===== config.mk =====
export PLATFORM = sky130hd
export DESIGN_NAME = tmpc_top
export DESIGN_NICKNAME = d
export VERILOG_FILES = /design/src/logic/tmpc_top.v
export VERILOG_INCLUDE_DIRS = /design/src /design/src/logic
export SDC_FILE = /design/constraint.sdc
export NUM_CORES = 1
export LEC_CHECK = 0
export BUFFER_PORTS_ARGS = -buffer_cell sky130_fd_sc_hd__buf_2
export CORE_AREA = 2 2 107 109
export CTS_CLUSTER_SIZE = 12
export DETAILED_ROUTE_END_ITERATION = 10
export DIE_AREA = 0 0 109 111
export HOLD_SLACK_MARGIN = 0.06
export PLACE_DENSITY = 0.87
export RECOVER_POWER = 25
export SLEW_MARGIN = 25
export SYNTH_ARGS = -nofsm -noshare
export SYNTH_HDL_FRONTEND = slang
export SYNTH_SLANG_ARGS = --single-unit

===== constraint.sdc =====
create_clock -name clk -period 3.1 [get_ports clk]
set_input_delay 0.155 -clock clk [delete_from_list [all_inputs] [get_ports clk]]
set_output_delay 0.155 -clock clk [all_outputs]
set_load 0.01 [all_outputs]

===== src/logic/tmpc_defines.vh =====
// Constants for the tape mode parameter control block
`ifndef TMPC_DEFINES_VH
`define TMPC_DEFINES_VH
// Page codes
`define TMPC_PG_VENDOR 6'h00
`define TMPC_PG_RECOV 6'h01
`define TMPC_PG_DISC 6'h02
`define TMPC_PG_ALL 6'h3f
// Vendor block byte offsets
`define TMPC_OFF_DRV_OPT 4'h0
`define TMPC_OFF_CART_LEN 4'h1
`define TMPC_OFF_MOTION 4'h2
`define TMPC_OFF_RECON 4'h3
`define TMPC_OFF_GAP 4'h4
// Recovery page byte offsets
`define TMPC_OFF_RP_HDR 4'h0
`define TMPC_OFF_RP_LEN 4'h1
`define TMPC_OFF_RP_OPT 4'h2
`define TMPC_OFF_RD_RETRY 4'h3
`define TMPC_OFF_WR_RETRY 4'h8
// Disconnect page bytes that mirror the reconnect level
`define TMPC_OFF_DP_FULL 4'h2
`define TMPC_OFF_DP_EMPTY 4'h3
`define TMPC_DP_LEN 8'h0a
// Option byte bit positions
`define TMPC_B_CART_KIND 7
`define TMPC_B_STAY_CONN 5
`define TMPC_B_LEG_BUSY 3
`define TMPC_B_EVEN_DISC 2
`define TMPC_B_PARITY 1
`define TMPC_B_AUTO_INH 0
`define TMPC_B_LONG_CART 0
// Reset values
`define TMPC_RST_MOTION 8'h80
`define TMPC_RST_RECON 8'h80
`define TMPC_RST_GAP 8'h07
`define TMPC_RST_RD_RETRY 8'h0b
`define TMPC_RST_WR_RETRY 8'h0b
`define TMPC_RP_LEN 8'h07
// Threshold limits, 4 KByte units
`define TMPC_THR_MIN 8'h20
`define TMPC_THR_MAX 8'hd0
`define TMPC_ND_RECON_LO 8'ha0
`define TMPC_ND_RECON_HI 8'hc0
`define TMPC_GAP_MAX 8'h07
// Transfer limits in bytes
`define TMPC_MAX_BLK_DISC 24'h03c000
`define TMPC_MAX_XFER_ND 24'h028000
// Read retry encodings
`define TMPC_RETRY_NONE 8'h00
`define TMPC_RETRY_ONE 8'h01
`define TMPC_RETRY_TWO 8'h02
`endif


===== src/logic/tmpc_top.v =====
// Tape mode parameter store and threshold logic
// Summary of operation
// - Vendor block only at page code zero
// - Cartridge expectation, long flag overrides
// - Stay-connected flag forbids disconnect, resets 0
// - Block limit 240K when disconnect allowed
// - Stay-connected limits transfer and block 160K
// - Stay-connected write waits for full space
// - Stay-connected read waits for all data
// - Stay-connected forces a reconnect level outside A0h..C0h to A0h
// - Legacy busy flag reads one, writes ignored
// - Even boundary picks two or four bytes
// - Parity check enable, resets to one
// - Auto thread unless inhibited, resets 0
// - Motion level 4K units, 20h..D0h, 80h
// - Motion starts at fill or drain level
// - Reconnect on free space or fill level
// - Gap blocks bounded by gap limit
// - Finish track then one gap track
// - Recovery page code 01h, length 07h
// - Unsupported recovery flags read zero
// - Retry count 0/1/2 selects rereads
// - First bad block sets count to 02h
// - Write retry 00h or 0Bh; zero never rewrites
// - Paged ratios mirror reconnect level
`timescale 1ns/10ps
`default_nettype none
`include "tmpc_defines.vh"
module tmpc_top (
   input wire clk,
   input wire resetn,
   input wire sel_wr,
   input wire [5:0] sel_page,
   input wire [3:0] sel_addr,
   input wire [7:0] sel_wdata,
   input wire sns_rd,
   input wire [5:0] sns_page,
   input wire [3:0] sns_addr,
   input wire four_byte_opt,
   input wire cart_inserted,
   input wire cmd_start,
   input wire cmd_is_write,
   input wire [23:0] cmd_len,
   input wire [23:0] cmd_block,
   input wire wr_active,
   input wire rd_active,
   input wire [7:0] buf_fill,
   input wire [7:0] buf_free,
   input wire buf_empty,
   input wire gap_written,
   input wire track_end,
   input wire gap_track_done,
   input wire bad_block,
   output reg [7:0] sns_data_ff,
   output reg sns_valid_ff,
   output reg sns_hit_ff,
   output reg [1:0] cart_expect_ff,
   output reg may_disconnect_ff,
   output reg [1:0] disc_align_ff,
   output reg parity_check_ff,
   output reg auto_thread_ff,
   output reg len_err_ff,
   output reg xfer_go_ff,
   output reg motion_go_ff,
   output reg reconnect_ff,
   output reg write_gap_ff,
   output reg finish_track_ff,
   output reg gap_track_ff,
   output reg motion_stop_ff,
   output reg reread_normal_ff,
   output reg reread_slow_ff,
   output reg rewrite_allowed_ff
);
   // Gap sequencer states
   localparam [4:0] S_IDLE = 5'h01;
   localparam [4:0] S_GAP = 5'h02;
   localparam [4:0] S_FIN = 5'h04;
   localparam [4:0] S_TRK = 5'h08;
   localparam [4:0] S_STOP = 5'h10;

   reg cart_kind_flag_ff;
   reg long_cartridge_flag_ff;
   reg stay_connected_flag_ff;
   reg even_boundary_disconnect_ff;
   reg bus_parity_check_enable_ff;
   reg auto_thread_inhibit_ff;
   reg [7:0] motion_ff;
   reg [7:0] recon_ff;
   reg [7:0] gap_lim_ff;
   reg [7:0] rd_retry_ff;
   reg [7:0] wr_retry_ff;
   reg [4:0] state_ff;
   reg [7:0] gap_cnt_ff;
   reg pend_ff;
   reg pend_wr_ff;
   reg [23:0] pend_len_ff;
   reg [4:0] nxt_state;
   reg [7:0] nxt_gap_cnt;
   reg [7:0] nxt_recon;
   reg [7:0] nxt_motion;
   reg [7:0] nxt_sns;
   reg nxt_hit;
   reg [7:0] opt_byte;

   wire sel_vnd = sel_wr && (sel_page == `TMPC_PG_VENDOR);
   wire sel_rp = sel_wr && (sel_page == `TMPC_PG_RECOV);
   wire sel_dp = sel_wr && (sel_page == `TMPC_PG_DISC);
   // Buffer levels in bytes
   wire [23:0] fill_bytes = {4'h0, buf_fill, 12'h000};
   wire [23:0] free_bytes = {4'h0, buf_free, 12'h000};

   // Clamp threshold to legal window
   function [7:0] clamp_thr;
      input [7:0] v;
      begin
         if (v < `TMPC_THR_MIN) begin
            clamp_thr = `TMPC_THR_MIN;
         end else if (v > `TMPC_THR_MAX) begin
            clamp_thr = `TMPC_THR_MAX;
         end else begin
            clamp_thr = v;
         end
      end
   endfunction

   // Threshold next values
   always @* begin
      nxt_motion = motion_ff;
      nxt_recon = recon_ff;
      if (sel_vnd && sel_addr == `TMPC_OFF_MOTION) begin
         nxt_motion = clamp_thr(sel_wdata);
      end
      if (sel_vnd && sel_addr == `TMPC_OFF_RECON) begin
         nxt_recon = clamp_thr(sel_wdata);
      end
      if (sel_dp && (sel_addr == `TMPC_OFF_DP_FULL || sel_addr == `TMPC_OFF_DP_EMPTY)) begin
         nxt_recon = clamp_thr(sel_wdata);
      end
      if (stay_connected_flag_ff &&
          (nxt_recon < `TMPC_ND_RECON_LO || nxt_recon > `TMPC_ND_RECON_HI)) begin
         nxt_recon = `TMPC_ND_RECON_LO;
      end
   end

   // Parameter store
   always @(posedge clk) begin
      if (!resetn) begin
         cart_kind_flag_ff <= 1'b0;
         long_cartridge_flag_ff <= 1'b0;
         stay_connected_flag_ff <= 1'b0;
         even_boundary_disconnect_ff <= 1'b0;
         bus_parity_check_enable_ff <= 1'b1;
         auto_thread_inhibit_ff <= 1'b0;
         motion_ff <= `TMPC_RST_MOTION;
         recon_ff <= `TMPC_RST_RECON;
         gap_lim_ff <= `TMPC_RST_GAP;
         wr_retry_ff <= `TMPC_RST_WR_RETRY;
      end else begin
         // vendor block at page zero only
         if (sel_vnd && sel_addr == `TMPC_OFF_DRV_OPT) begin
            cart_kind_flag_ff <= sel_wdata[`TMPC_B_CART_KIND];
            stay_connected_flag_ff <= sel_wdata[`TMPC_B_STAY_CONN];
            even_boundary_disconnect_ff <= sel_wdata[`TMPC_B_EVEN_DISC];
            bus_parity_check_enable_ff <= sel_wdata[`TMPC_B_PARITY];
            auto_thread_inhibit_ff <= sel_wdata[`TMPC_B_AUTO_INH];
         end
         if (sel_vnd && sel_addr == `TMPC_OFF_CART_LEN) begin
            long_cartridge_flag_ff <= sel_wdata[`TMPC_B_LONG_CART];
         end
         if (sel_vnd && sel_addr == `TMPC_OFF_GAP) begin
            gap_lim_ff <= (sel_wdata > `TMPC_GAP_MAX) ? `TMPC_GAP_MAX : sel_wdata;
         end
         motion_ff <= nxt_motion;
         recon_ff <= nxt_recon;
         if (sel_rp && sel_addr == `TMPC_OFF_WR_RETRY) begin
            wr_retry_ff <= (sel_wdata == 8'h00) ? 8'h00 : `TMPC_RST_WR_RETRY;
         end
      end
   end

   // Read retry; bad block beats same-cycle select only while count is above 02h
   always @(posedge clk) begin
      if (!resetn) begin
         rd_retry_ff <= `TMPC_RST_RD_RETRY;
         reread_normal_ff <= 1'b0;
         reread_slow_ff <= 1'b0;
      end else begin
         reread_normal_ff <= 1'b0;
         reread_slow_ff <= 1'b0;
         if (sel_rp && sel_addr == `TMPC_OFF_RD_RETRY) begin
            rd_retry_ff <= (sel_wdata > `TMPC_RST_RD_RETRY) ? `TMPC_RST_RD_RETRY : sel_wdata;
         end
         if (bad_block) begin
            // first bad block drops to two
            if (rd_retry_ff > `TMPC_RETRY_TWO) begin
               rd_retry_ff <= `TMPC_RETRY_TWO;
               reread_normal_ff <= 1'b1;
               reread_slow_ff <= 1'b1;
            end else begin
               reread_normal_ff <= (rd_retry_ff != `TMPC_RETRY_NONE);
               reread_slow_ff <= (rd_retry_ff == `TMPC_RETRY_TWO);
            end
         end
      end
   end

   // Option byte as sensed
   always @* begin
      opt_byte = 8'h00;
      opt_byte[`TMPC_B_CART_KIND] = cart_kind_flag_ff;
      opt_byte[`TMPC_B_STAY_CONN] = stay_connected_flag_ff;
      opt_byte[`TMPC_B_LEG_BUSY] = 1'b1;
      opt_byte[`TMPC_B_EVEN_DISC] = even_boundary_disconnect_ff;
      opt_byte[`TMPC_B_PARITY] = bus_parity_check_enable_ff;
      opt_byte[`TMPC_B_AUTO_INH] = auto_thread_inhibit_ff;
   end

   // Sense mux; unknown page gives zero, no hit
   always @* begin
      nxt_sns = 8'h00;
      nxt_hit = 1'b0;
      if (sns_page == `TMPC_PG_VENDOR) begin
         nxt_hit = 1'b1;
         case (sns_addr)
            `TMPC_OFF_DRV_OPT: begin
               nxt_sns = opt_byte;
            end
            `TMPC_OFF_CART_LEN: begin
               nxt_sns = {7'h00, long_cartridge_flag_ff};
            end
            `TMPC_OFF_MOTION: begin
               nxt_sns = motion_ff;
            end
            `TMPC_OFF_RECON: begin
               nxt_sns = recon_ff;
            end
            `TMPC_OFF_GAP: begin
               nxt_sns = gap_lim_ff;
            end
            default: begin
               nxt_hit = 1'b0;
            end
         endcase
      // recovery page for 01h or 3Fh
      end else if (sns_page == `TMPC_PG_RECOV || sns_page == `TMPC_PG_ALL) begin
         nxt_hit = 1'b1;
         case (sns_addr)
            `TMPC_OFF_RP_HDR: begin
               nxt_sns = {2'b00, `TMPC_PG_RECOV};
            end
            `TMPC_OFF_RP_LEN: begin
               nxt_sns = `TMPC_RP_LEN;
            end
            `TMPC_OFF_RP_OPT: begin
               nxt_sns = 8'h00;
            end
            `TMPC_OFF_RD_RETRY: begin
               nxt_sns = rd_retry_ff;
            end
            `TMPC_OFF_WR_RETRY: begin
               nxt_sns = wr_retry_ff;
            end
            default: begin
               nxt_sns = 8'h00;
            end
         endcase
      end else if (sns_page == `TMPC_PG_DISC) begin
         nxt_hit = 1'b1;
         case (sns_addr)
            4'h0: begin
               nxt_sns = {2'b00, `TMPC_PG_DISC};
            end
            4'h1: begin
               nxt_sns = `TMPC_DP_LEN;
            end
            `TMPC_OFF_DP_FULL, `TMPC_OFF_DP_EMPTY: begin
               nxt_sns = recon_ff;
            end
            default: begin
               nxt_sns = 8'h00;
            end
         endcase
      end
   end

   // Sense answer next cycle, held to next request
   always @(posedge clk) begin
      if (!resetn) begin
         sns_data_ff <= 8'h00;
         sns_valid_ff <= 1'b0;
         sns_hit_ff <= 1'b0;
      end else begin
         sns_valid_ff <= sns_rd;
         if (sns_rd) begin
            sns_data_ff <= nxt_sns;
            sns_hit_ff <= nxt_hit;
         end
      end
   end

   // Static drive controls
   always @(posedge clk) begin
      if (!resetn) begin
         cart_expect_ff <= 2'b00;
         may_disconnect_ff <= 1'b1;
         disc_align_ff <= 2'b00;
         parity_check_ff <= 1'b1;
         auto_thread_ff <= 1'b0;
      end else begin
         cart_expect_ff <= long_cartridge_flag_ff ? 2'b10 : {1'b0, cart_kind_flag_ff};
         may_disconnect_ff <= ~stay_connected_flag_ff;
         disc_align_ff <= even_boundary_disconnect_ff ? {four_byte_opt, 1'b1} : 2'b00;
         parity_check_ff <= bus_parity_check_enable_ff;
         auto_thread_ff <= cart_inserted & ~auto_thread_inhibit_ff;
      end
   end

   // Command limits and transfer start gating
   always @(posedge clk) begin
      if (!resetn) begin
         len_err_ff <= 1'b0;
         xfer_go_ff <= 1'b0;
         pend_ff <= 1'b0;
         pend_wr_ff <= 1'b0;
         pend_len_ff <= 24'h000000;
      end else begin
         len_err_ff <= 1'b0;
         xfer_go_ff <= 1'b0;
         if (cmd_start) begin
            if (stay_connected_flag_ff) begin
               if (cmd_len > `TMPC_MAX_XFER_ND || cmd_block > `TMPC_MAX_XFER_ND) begin
                  len_err_ff <= 1'b1;
               end else begin
                  pend_ff <= 1'b1;
                  pend_wr_ff <= cmd_is_write;
                  pend_len_ff <= cmd_len;
               end
            end else if (cmd_block > `TMPC_MAX_BLK_DISC) begin
               len_err_ff <= 1'b1;
            end else begin
               xfer_go_ff <= 1'b1;
            end
         end else if (pend_ff) begin
            if (pend_wr_ff && free_bytes >= pend_len_ff) begin
               xfer_go_ff <= 1'b1;
               pend_ff <= 1'b0;
            end
            if (!pend_wr_ff && fill_bytes >= pend_len_ff) begin
               xfer_go_ff <= 1'b1;
               pend_ff <= 1'b0;
            end
         end
      end
   end

   // Level compares
   always @(posedge clk) begin
      if (!resetn) begin
         motion_go_ff <= 1'b0;
         reconnect_ff <= 1'b0;
      end else begin
         // fill on write, drain on read
         motion_go_ff <= (wr_active && buf_fill >= motion_ff) ||
                         (rd_active && buf_fill <= motion_ff);
         reconnect_ff <= (wr_active && buf_free >= recon_ff) ||
                         (rd_active && buf_fill >= recon_ff);
      end
   end

   // Gap sequencer next state
   always @* begin
      nxt_state = state_ff;
      nxt_gap_cnt = gap_cnt_ff;
      case (state_ff)
         S_IDLE: begin
            nxt_gap_cnt = 8'h00;
            if (wr_active && buf_empty) begin
               nxt_state = S_GAP;
            end
         end
         S_GAP: begin
            if (gap_cnt_ff >= gap_lim_ff) begin
               nxt_state = buf_empty ? S_FIN : S_IDLE;
            end else if (gap_written) begin
               nxt_gap_cnt = gap_cnt_ff + 8'h01;
            end
         end
         S_FIN: begin
            if (track_end) begin
               nxt_state = S_TRK;
            end
         end
         S_TRK: begin
            if (gap_track_done) begin
               nxt_state = S_STOP;
            end
         end
         S_STOP: begin
            if (!wr_active) begin
               nxt_state = S_IDLE;
            end
         end
         default: begin
            nxt_state = S_IDLE;
         end
      endcase
   end

   // Gap sequencer registers and outputs
   always @(posedge clk) begin
      if (!resetn) begin
         state_ff <= S_IDLE;
         gap_cnt_ff <= 8'h00;
         write_gap_ff <= 1'b0;
         finish_track_ff <= 1'b0;
         gap_track_ff <= 1'b0;
         motion_stop_ff <= 1'b0;
         rewrite_allowed_ff <= 1'b1;
      end else begin
         state_ff <= nxt_state;
         gap_cnt_ff <= nxt_gap_cnt;
         write_gap_ff <= (nxt_state == S_GAP);
         finish_track_ff <= (nxt_state == S_FIN);
         gap_track_ff <= (nxt_state == S_TRK);
         motion_stop_ff <= (nxt_state == S_STOP);
         rewrite_allowed_ff <= (wr_retry_ff != 8'h00);
      end
   end
endmodule // tmpc_top
`default_nettype wire

; Yosys cells after proc, flatten, opt, wreduce, memory -nomap -nowiden
; Cells that the tools add are included.
[op_classes]
addsub = 1
n_mul = 0
n_div = 0
magnitude_cmp = 17
eq_ne = 29
n_shift = 0
n_mux = 50
n_bitwise = 5
reduce_logical = 44
[op_table]
columns = operator, count
row1 = two-way mux 8 bit, 14
row2 = "> comparator 24 x 18 -> 1 bit, second input constant", 3
row3 = greater-or-equal comparator 20 x 24 -> 1 bit, 2
row4 = case mux 8 bit (5 select lines), 1
row5 = greater-or-equal comparator 8 bit, 4
row6 = case mux 8 bit (4 select lines), 1
row7 = two-way mux 5 bit, 5
row8 = case mux 5 bit (5 select lines), 1
row9 = case mux 8 bit (3 select lines), 1
row10 = two-way mux 1 bit, 22
row11 = logical AND 1 bit, 19
row12 = "== test 4 x 2 -> 1 bit, second input constant", 4
row13 = "> comparator 8 bit, second input constant", 2
row14 = case mux 8 bit (2 select lines), 1
row15 = nonzero test 8 bit, 2
row16 = "== test 6 x 1 -> 1 bit, second input constant", 2
row17 = "== test 6 x 2 -> 1 bit, second input constant", 2
row18 = logical NOT 6 bit, 2
row19 = "== test 5 x 2 -> 1 bit, second input constant", 2
row20 = "== test 5 x 3 -> 1 bit, second input constant", 2
row21 = "== test 5 x 4 -> 1 bit, second input constant", 2
row22 = "== test 5 bit, second input constant", 2
row23 = "adder 8 x 1 -> 8 bit, second input constant", 1
row24 = "== test 4 x 1 -> 1 bit, second input constant", 2
row25 = 28 further kinds, 47
[word_totals]
regBits = 113
latchBits = 0
ramBits = 0
rom_bits = 0
in_bits = 107
out_inout_bits = 28
word_cells = 184
mem_count = 0

; Longest topological paths before layout
[depth]
ltp_word = 9
ltp_mapped = 9
ltp_nobuf = 8

; Worst setup path before layout
; No wires, ideal clock.
[synth_path]
path_type = flip-flop to flip-flop
start = register gap_lim_ff[2]
end = register gap_cnt_ff[7]
setup_ns = 0.071
arrival_ns = 2.143
required_time_ns = 3.029
path_slack_ns = 0.887
path_stages_with_launch = 10
n_path_buf = 1
period_less_slack_ns = 2.213
path_cell_list = dfxtp_1 -> inv_1 -> ha_1 -> a211oi_2 -> o21ai_2 -> a211oi_4 -> a31oi_2 -> buf_6 -> or4_1 -> a21oi_1
[synth_between]
elab_chain_cells = 3
[synth_rtl]
columns = item, line
row1 = start: declaration, tmpc_top.v:89  ; reg [7:0] gap_lim_ff;
row2 = start signal: assignment, tmpc_top.v:156  ; gap_lim_ff <= `TMPC_RST_GAP;
row3 = start signal: assignment, tmpc_top.v:171  ; gap_lim_ff <= (sel_wdata > `TMPC_GAP_MAX) ? `TMPC_GAP_MAX : sel_wdata;
row4 = greater-or-equal comparator 8 bit, tmpc_top.v:382  ; if (gap_cnt_ff >= gap_lim_ff) begin
row5 = != test 2 bit (no source line), --
row6 = AND reduction 3 bit (no source line), --
row7 = end signal: assignment, tmpc_top.v:421  ; gap_cnt_ff <= nxt_gap_cnt;
row8 = end: declaration, tmpc_top.v:93  ; reg [7:0] gap_cnt_ff;
; Every way passes these cells.
; A chain may end at the register's enable or synchronous reset.

; Worst setup path in the final report
[layout_path]
start = register gap_lim_ff[2]
end = register gap_cnt_ff[4]
; Same word-level chain as after synthesis.

==> reports/qor.yml <==
timing:
  slew_headroom: 0.469
  tightest_slew_ns: 0.796
  rsz0062_at_grt: "false"
  layout_min_cycle_time_ns: 2.41
  hold_viol: 0
  max_freq_mhz: 414
  whs_ns: 0.0639
  slew_viol_final: 0
  fin_setup_tns_ns: 0
  fin_crit_sh: 0.778
  fin_skew_ns: 0.00788
  setup_viol: 0
grt:
  grt_pass1_vias: 5411
  grt_first_pass_wirelength_mm: 25.0
  grt_max_degree: 57
  grtUsageTotal: 0.260
  antenna_found_initial: 1
  grt-ovfl-total: 0
synth:
  async_flop_share: 0
  ys.warnings.count: 0
  synth_cells: 706
  yosysTopAreaCell: "dfxtp_1"
  avgSynthCellArea_um2: 8.31
  synth_top_area_frac: 0.362
  synthTopCellsByArea: "dfxtp_1 36%, ha_1 10%, nand2_1 4.1%"
  synth_nets: 862
  yosysMostFrequentCell: "dfxtp_1"
  ys.flop_type: "dfxtp_1"
  seq_area_frac_synth: 0.362
  synth_edf_count: 0
  ys_seq_elements: 106
  synth_common_cells: "106 x dfxtp_1, 64 x nand2_1, 50 x nor2_1, 49 x ha_1, 46 x o21ai_0"
  synth_cell_types: 71
  syn-cell-area_um2: 5870
worst_hold_path:
  hp-class: "input port to flip-flop"
  min-delay-start: "cmd_len[0]"
placed_design:
  dpl.hpwl_mm: 11.9
  gp_congestion: 0.885
  io_buffers: 134
detailed_routing:
  wl_per_cell_um: 15.7
  wl_met3_mm: 1.07
  drt-vias-per-instance: 5.84
  wl_mm: 15.5
  drtAntennaViolNets: 0
  vias: 5741
  dr.pass1.iters: 5
  wl_met1_mm: 6.74
  drt-initial-drc-count: 419
  drcViolationCount: 0
  top_layer: "met4"
  met2_wirelength_mm: 7.06
layout:
  seq_area_um2: 2120
  multi_input_area_um2: 3460
  area_growth_pct: 18.8
  drive_gt1_frac: 0.172
  num-fill-cells: 919
  fin_nets: 990
status:
  status: "completed"
power_and_ir_drop:
  p_leak_nw: 2.90
  clockPowerShare: 0.393
  p_total_mw: 2.79
  seqPwrFrac: 0.496
  internal_power_mw: 2.10
  switching_power_mw: 0.692
  p_sw_frac: 0.248
  power-per-cell-area_nw_per_um2: 401
  irDropWorstVdd_v: 0.000338
  combPwrFrac: 0.111
critical_path:
  critPathKind: "flip-flop to flip-flop"
  r2r-start: "gap_lim_ff[2]"
  path_max_fanout: 12
  worst_setup_path_start_kind: "flip-flop"
  worst_ep_required_time_ns: 3.38
  critical_path_arrival_ns: 2.69
  startpoint: "gap_lim_ff[2]"
  worstSetupEndpointType: "flip-flop"
cts:
  cts_made_buffers: 9
  htreeDepth: 3
  root_buffer: "clkbuf_16"
  cts_tree: "built"
  clock_path_buffers: 2
  post_cts_buffers: 0
  cts.sink_count: 106
  clk_pin_slew_ns: 0.07
  cts_resized: 0
  clkLatencyLatePin_ns: 0.35
floorplanning:
  start_util: 0.530
  die_h_um: 111
  die_area_um2: 12100
  core_area_um2: 11100
  die_x_um: 109
  ioPinCount: 135
  rows: 39
job:
  cap_violations: 0
-- layout make-up --
type	instances	share of cell area
clock buffers	13	0.0373
flip-flops and latches	106	0.304
inverters	41	0.0221
repair buffers	148	0.110
diodes	1	0.000359
well taps	143	0.0257
multi-input cells	528	0.497
clock inverters	3	0.00341
-- final timing paths --
kind | cells after the start | endpoint | slack (ns)
worst max-delay path | 8 | gap_cnt_ff[4] | 0.69
worst min-delay path | 3 | pend_len_ff[0] | 0.06
worst max register to register | 8 | gap_cnt_ff[4] | 0.69
worst min register to register | 2 | pend_len_ff[16] | 0.46
-- timing repair --
item | in CTS | in global routing
endpoints found under the hold margin | 9 | 0
hold buffers | 9 | 0
endpoints found under the setup margin | 0 | 0
-- stage by stage --
step	cell area, um2	setup WS [ns]	instances	utilization
after global routing	6970	0.527	982	0.629
after CTS	7000	0.690	982	0.632
final	6970	0.687	983	0.629
after floorplan	5870	0.887	706	-
after global placement	6630	0.806	957	0.598
after detailed placement	6630	0.699	957	0.598
-- worst max-delay path, cell delays in order, from the launching register on --
cell and delay, ns:
dfxtp_1 0.34, inv_1 0.05, ha_1 0.32, a211oi_2 0.24, o21ai_2 0.10, a211oi_4 0.35
a31oi_2 0.26, or4_1 0.53, a21oi_1 0.15
-- per-layer routing --
layer / vias to the layer above / track usage
met5: - / 0
met1: 2628 / 0.334
li1: 2844 / -
met3: 46 / 0.0529
met2: 223 / 0.413
met4: 0 / 0.121
-- logic make-up after synthesis --
| family | count (synthesis) | synth area share |
|---|---|---|
| DFF | 106 | 0.362 |
| buffers and inverters | 72 | 0.0478 |
| and+or+nand+nor | 288 | 0.260 |
| adders and majority gates | 49 | 0.105 |
| AOI/OAI and AO/OA | 170 | 0.187 |
| muxes | 21 | 0.0384 |
-- state kept, by name, summed over array words and instances, names as in the netlist, 2 cells and up --
name / cells
cart_expect_ff: 2
disc_align_ff: 2
gap_cnt_ff: 8
gap_lim_ff: 8
motion_ff: 8
pend_len_ff: 24
rd_retry_ff: 8
recon_ff: 8
sns_data_ff: 8
state_ff: 5
-- placed cells by master, fill, tap and decap left out, types with 5 or more instances in the layout --
master         synthesis  layout
a22oi_1                9       9
nor4_1                15      15
clkbuf_16              0       9
o21ai_1                6       6
ha_1                  49      49
and3_1                13      13
nor3b_1                6       6
mux2i_1               18      18
and2_1                 6       5
nand3_1               31      31
dlygate4sd3_1          0       9
o21ai_0               46      46
a21o_1                 6       6
nor2b_1               17      17
o22ai_1               10      10
clkbuf_1              25      28
or4_1                 10      10
a21oi_1               35      35
a221oi_1               5       5
a211oi_1               9       9
dfxtp_1              106     106
nor2_1                50      50
o31ai_1                8       8
buf_2                  2     109
a31oi_1                6       6
inv_1                 41      41
nand4_1               14      14
nand2_1               64      64
nand2b_1              14      14
nor3_1                22      22
-- power groups by stage --
stage	logic (mW)	registers (mW)	clock network, mW
CTS	0.308	1.39	1.11
global route	0.344	1.39	1.17
finish	0.310	1.39	1.10
floorplan	0.151	1.42	0
detailed placement	0.297	1.42	0
global placement	0.291	1.42	0
(Power assumes the default switching activity.)
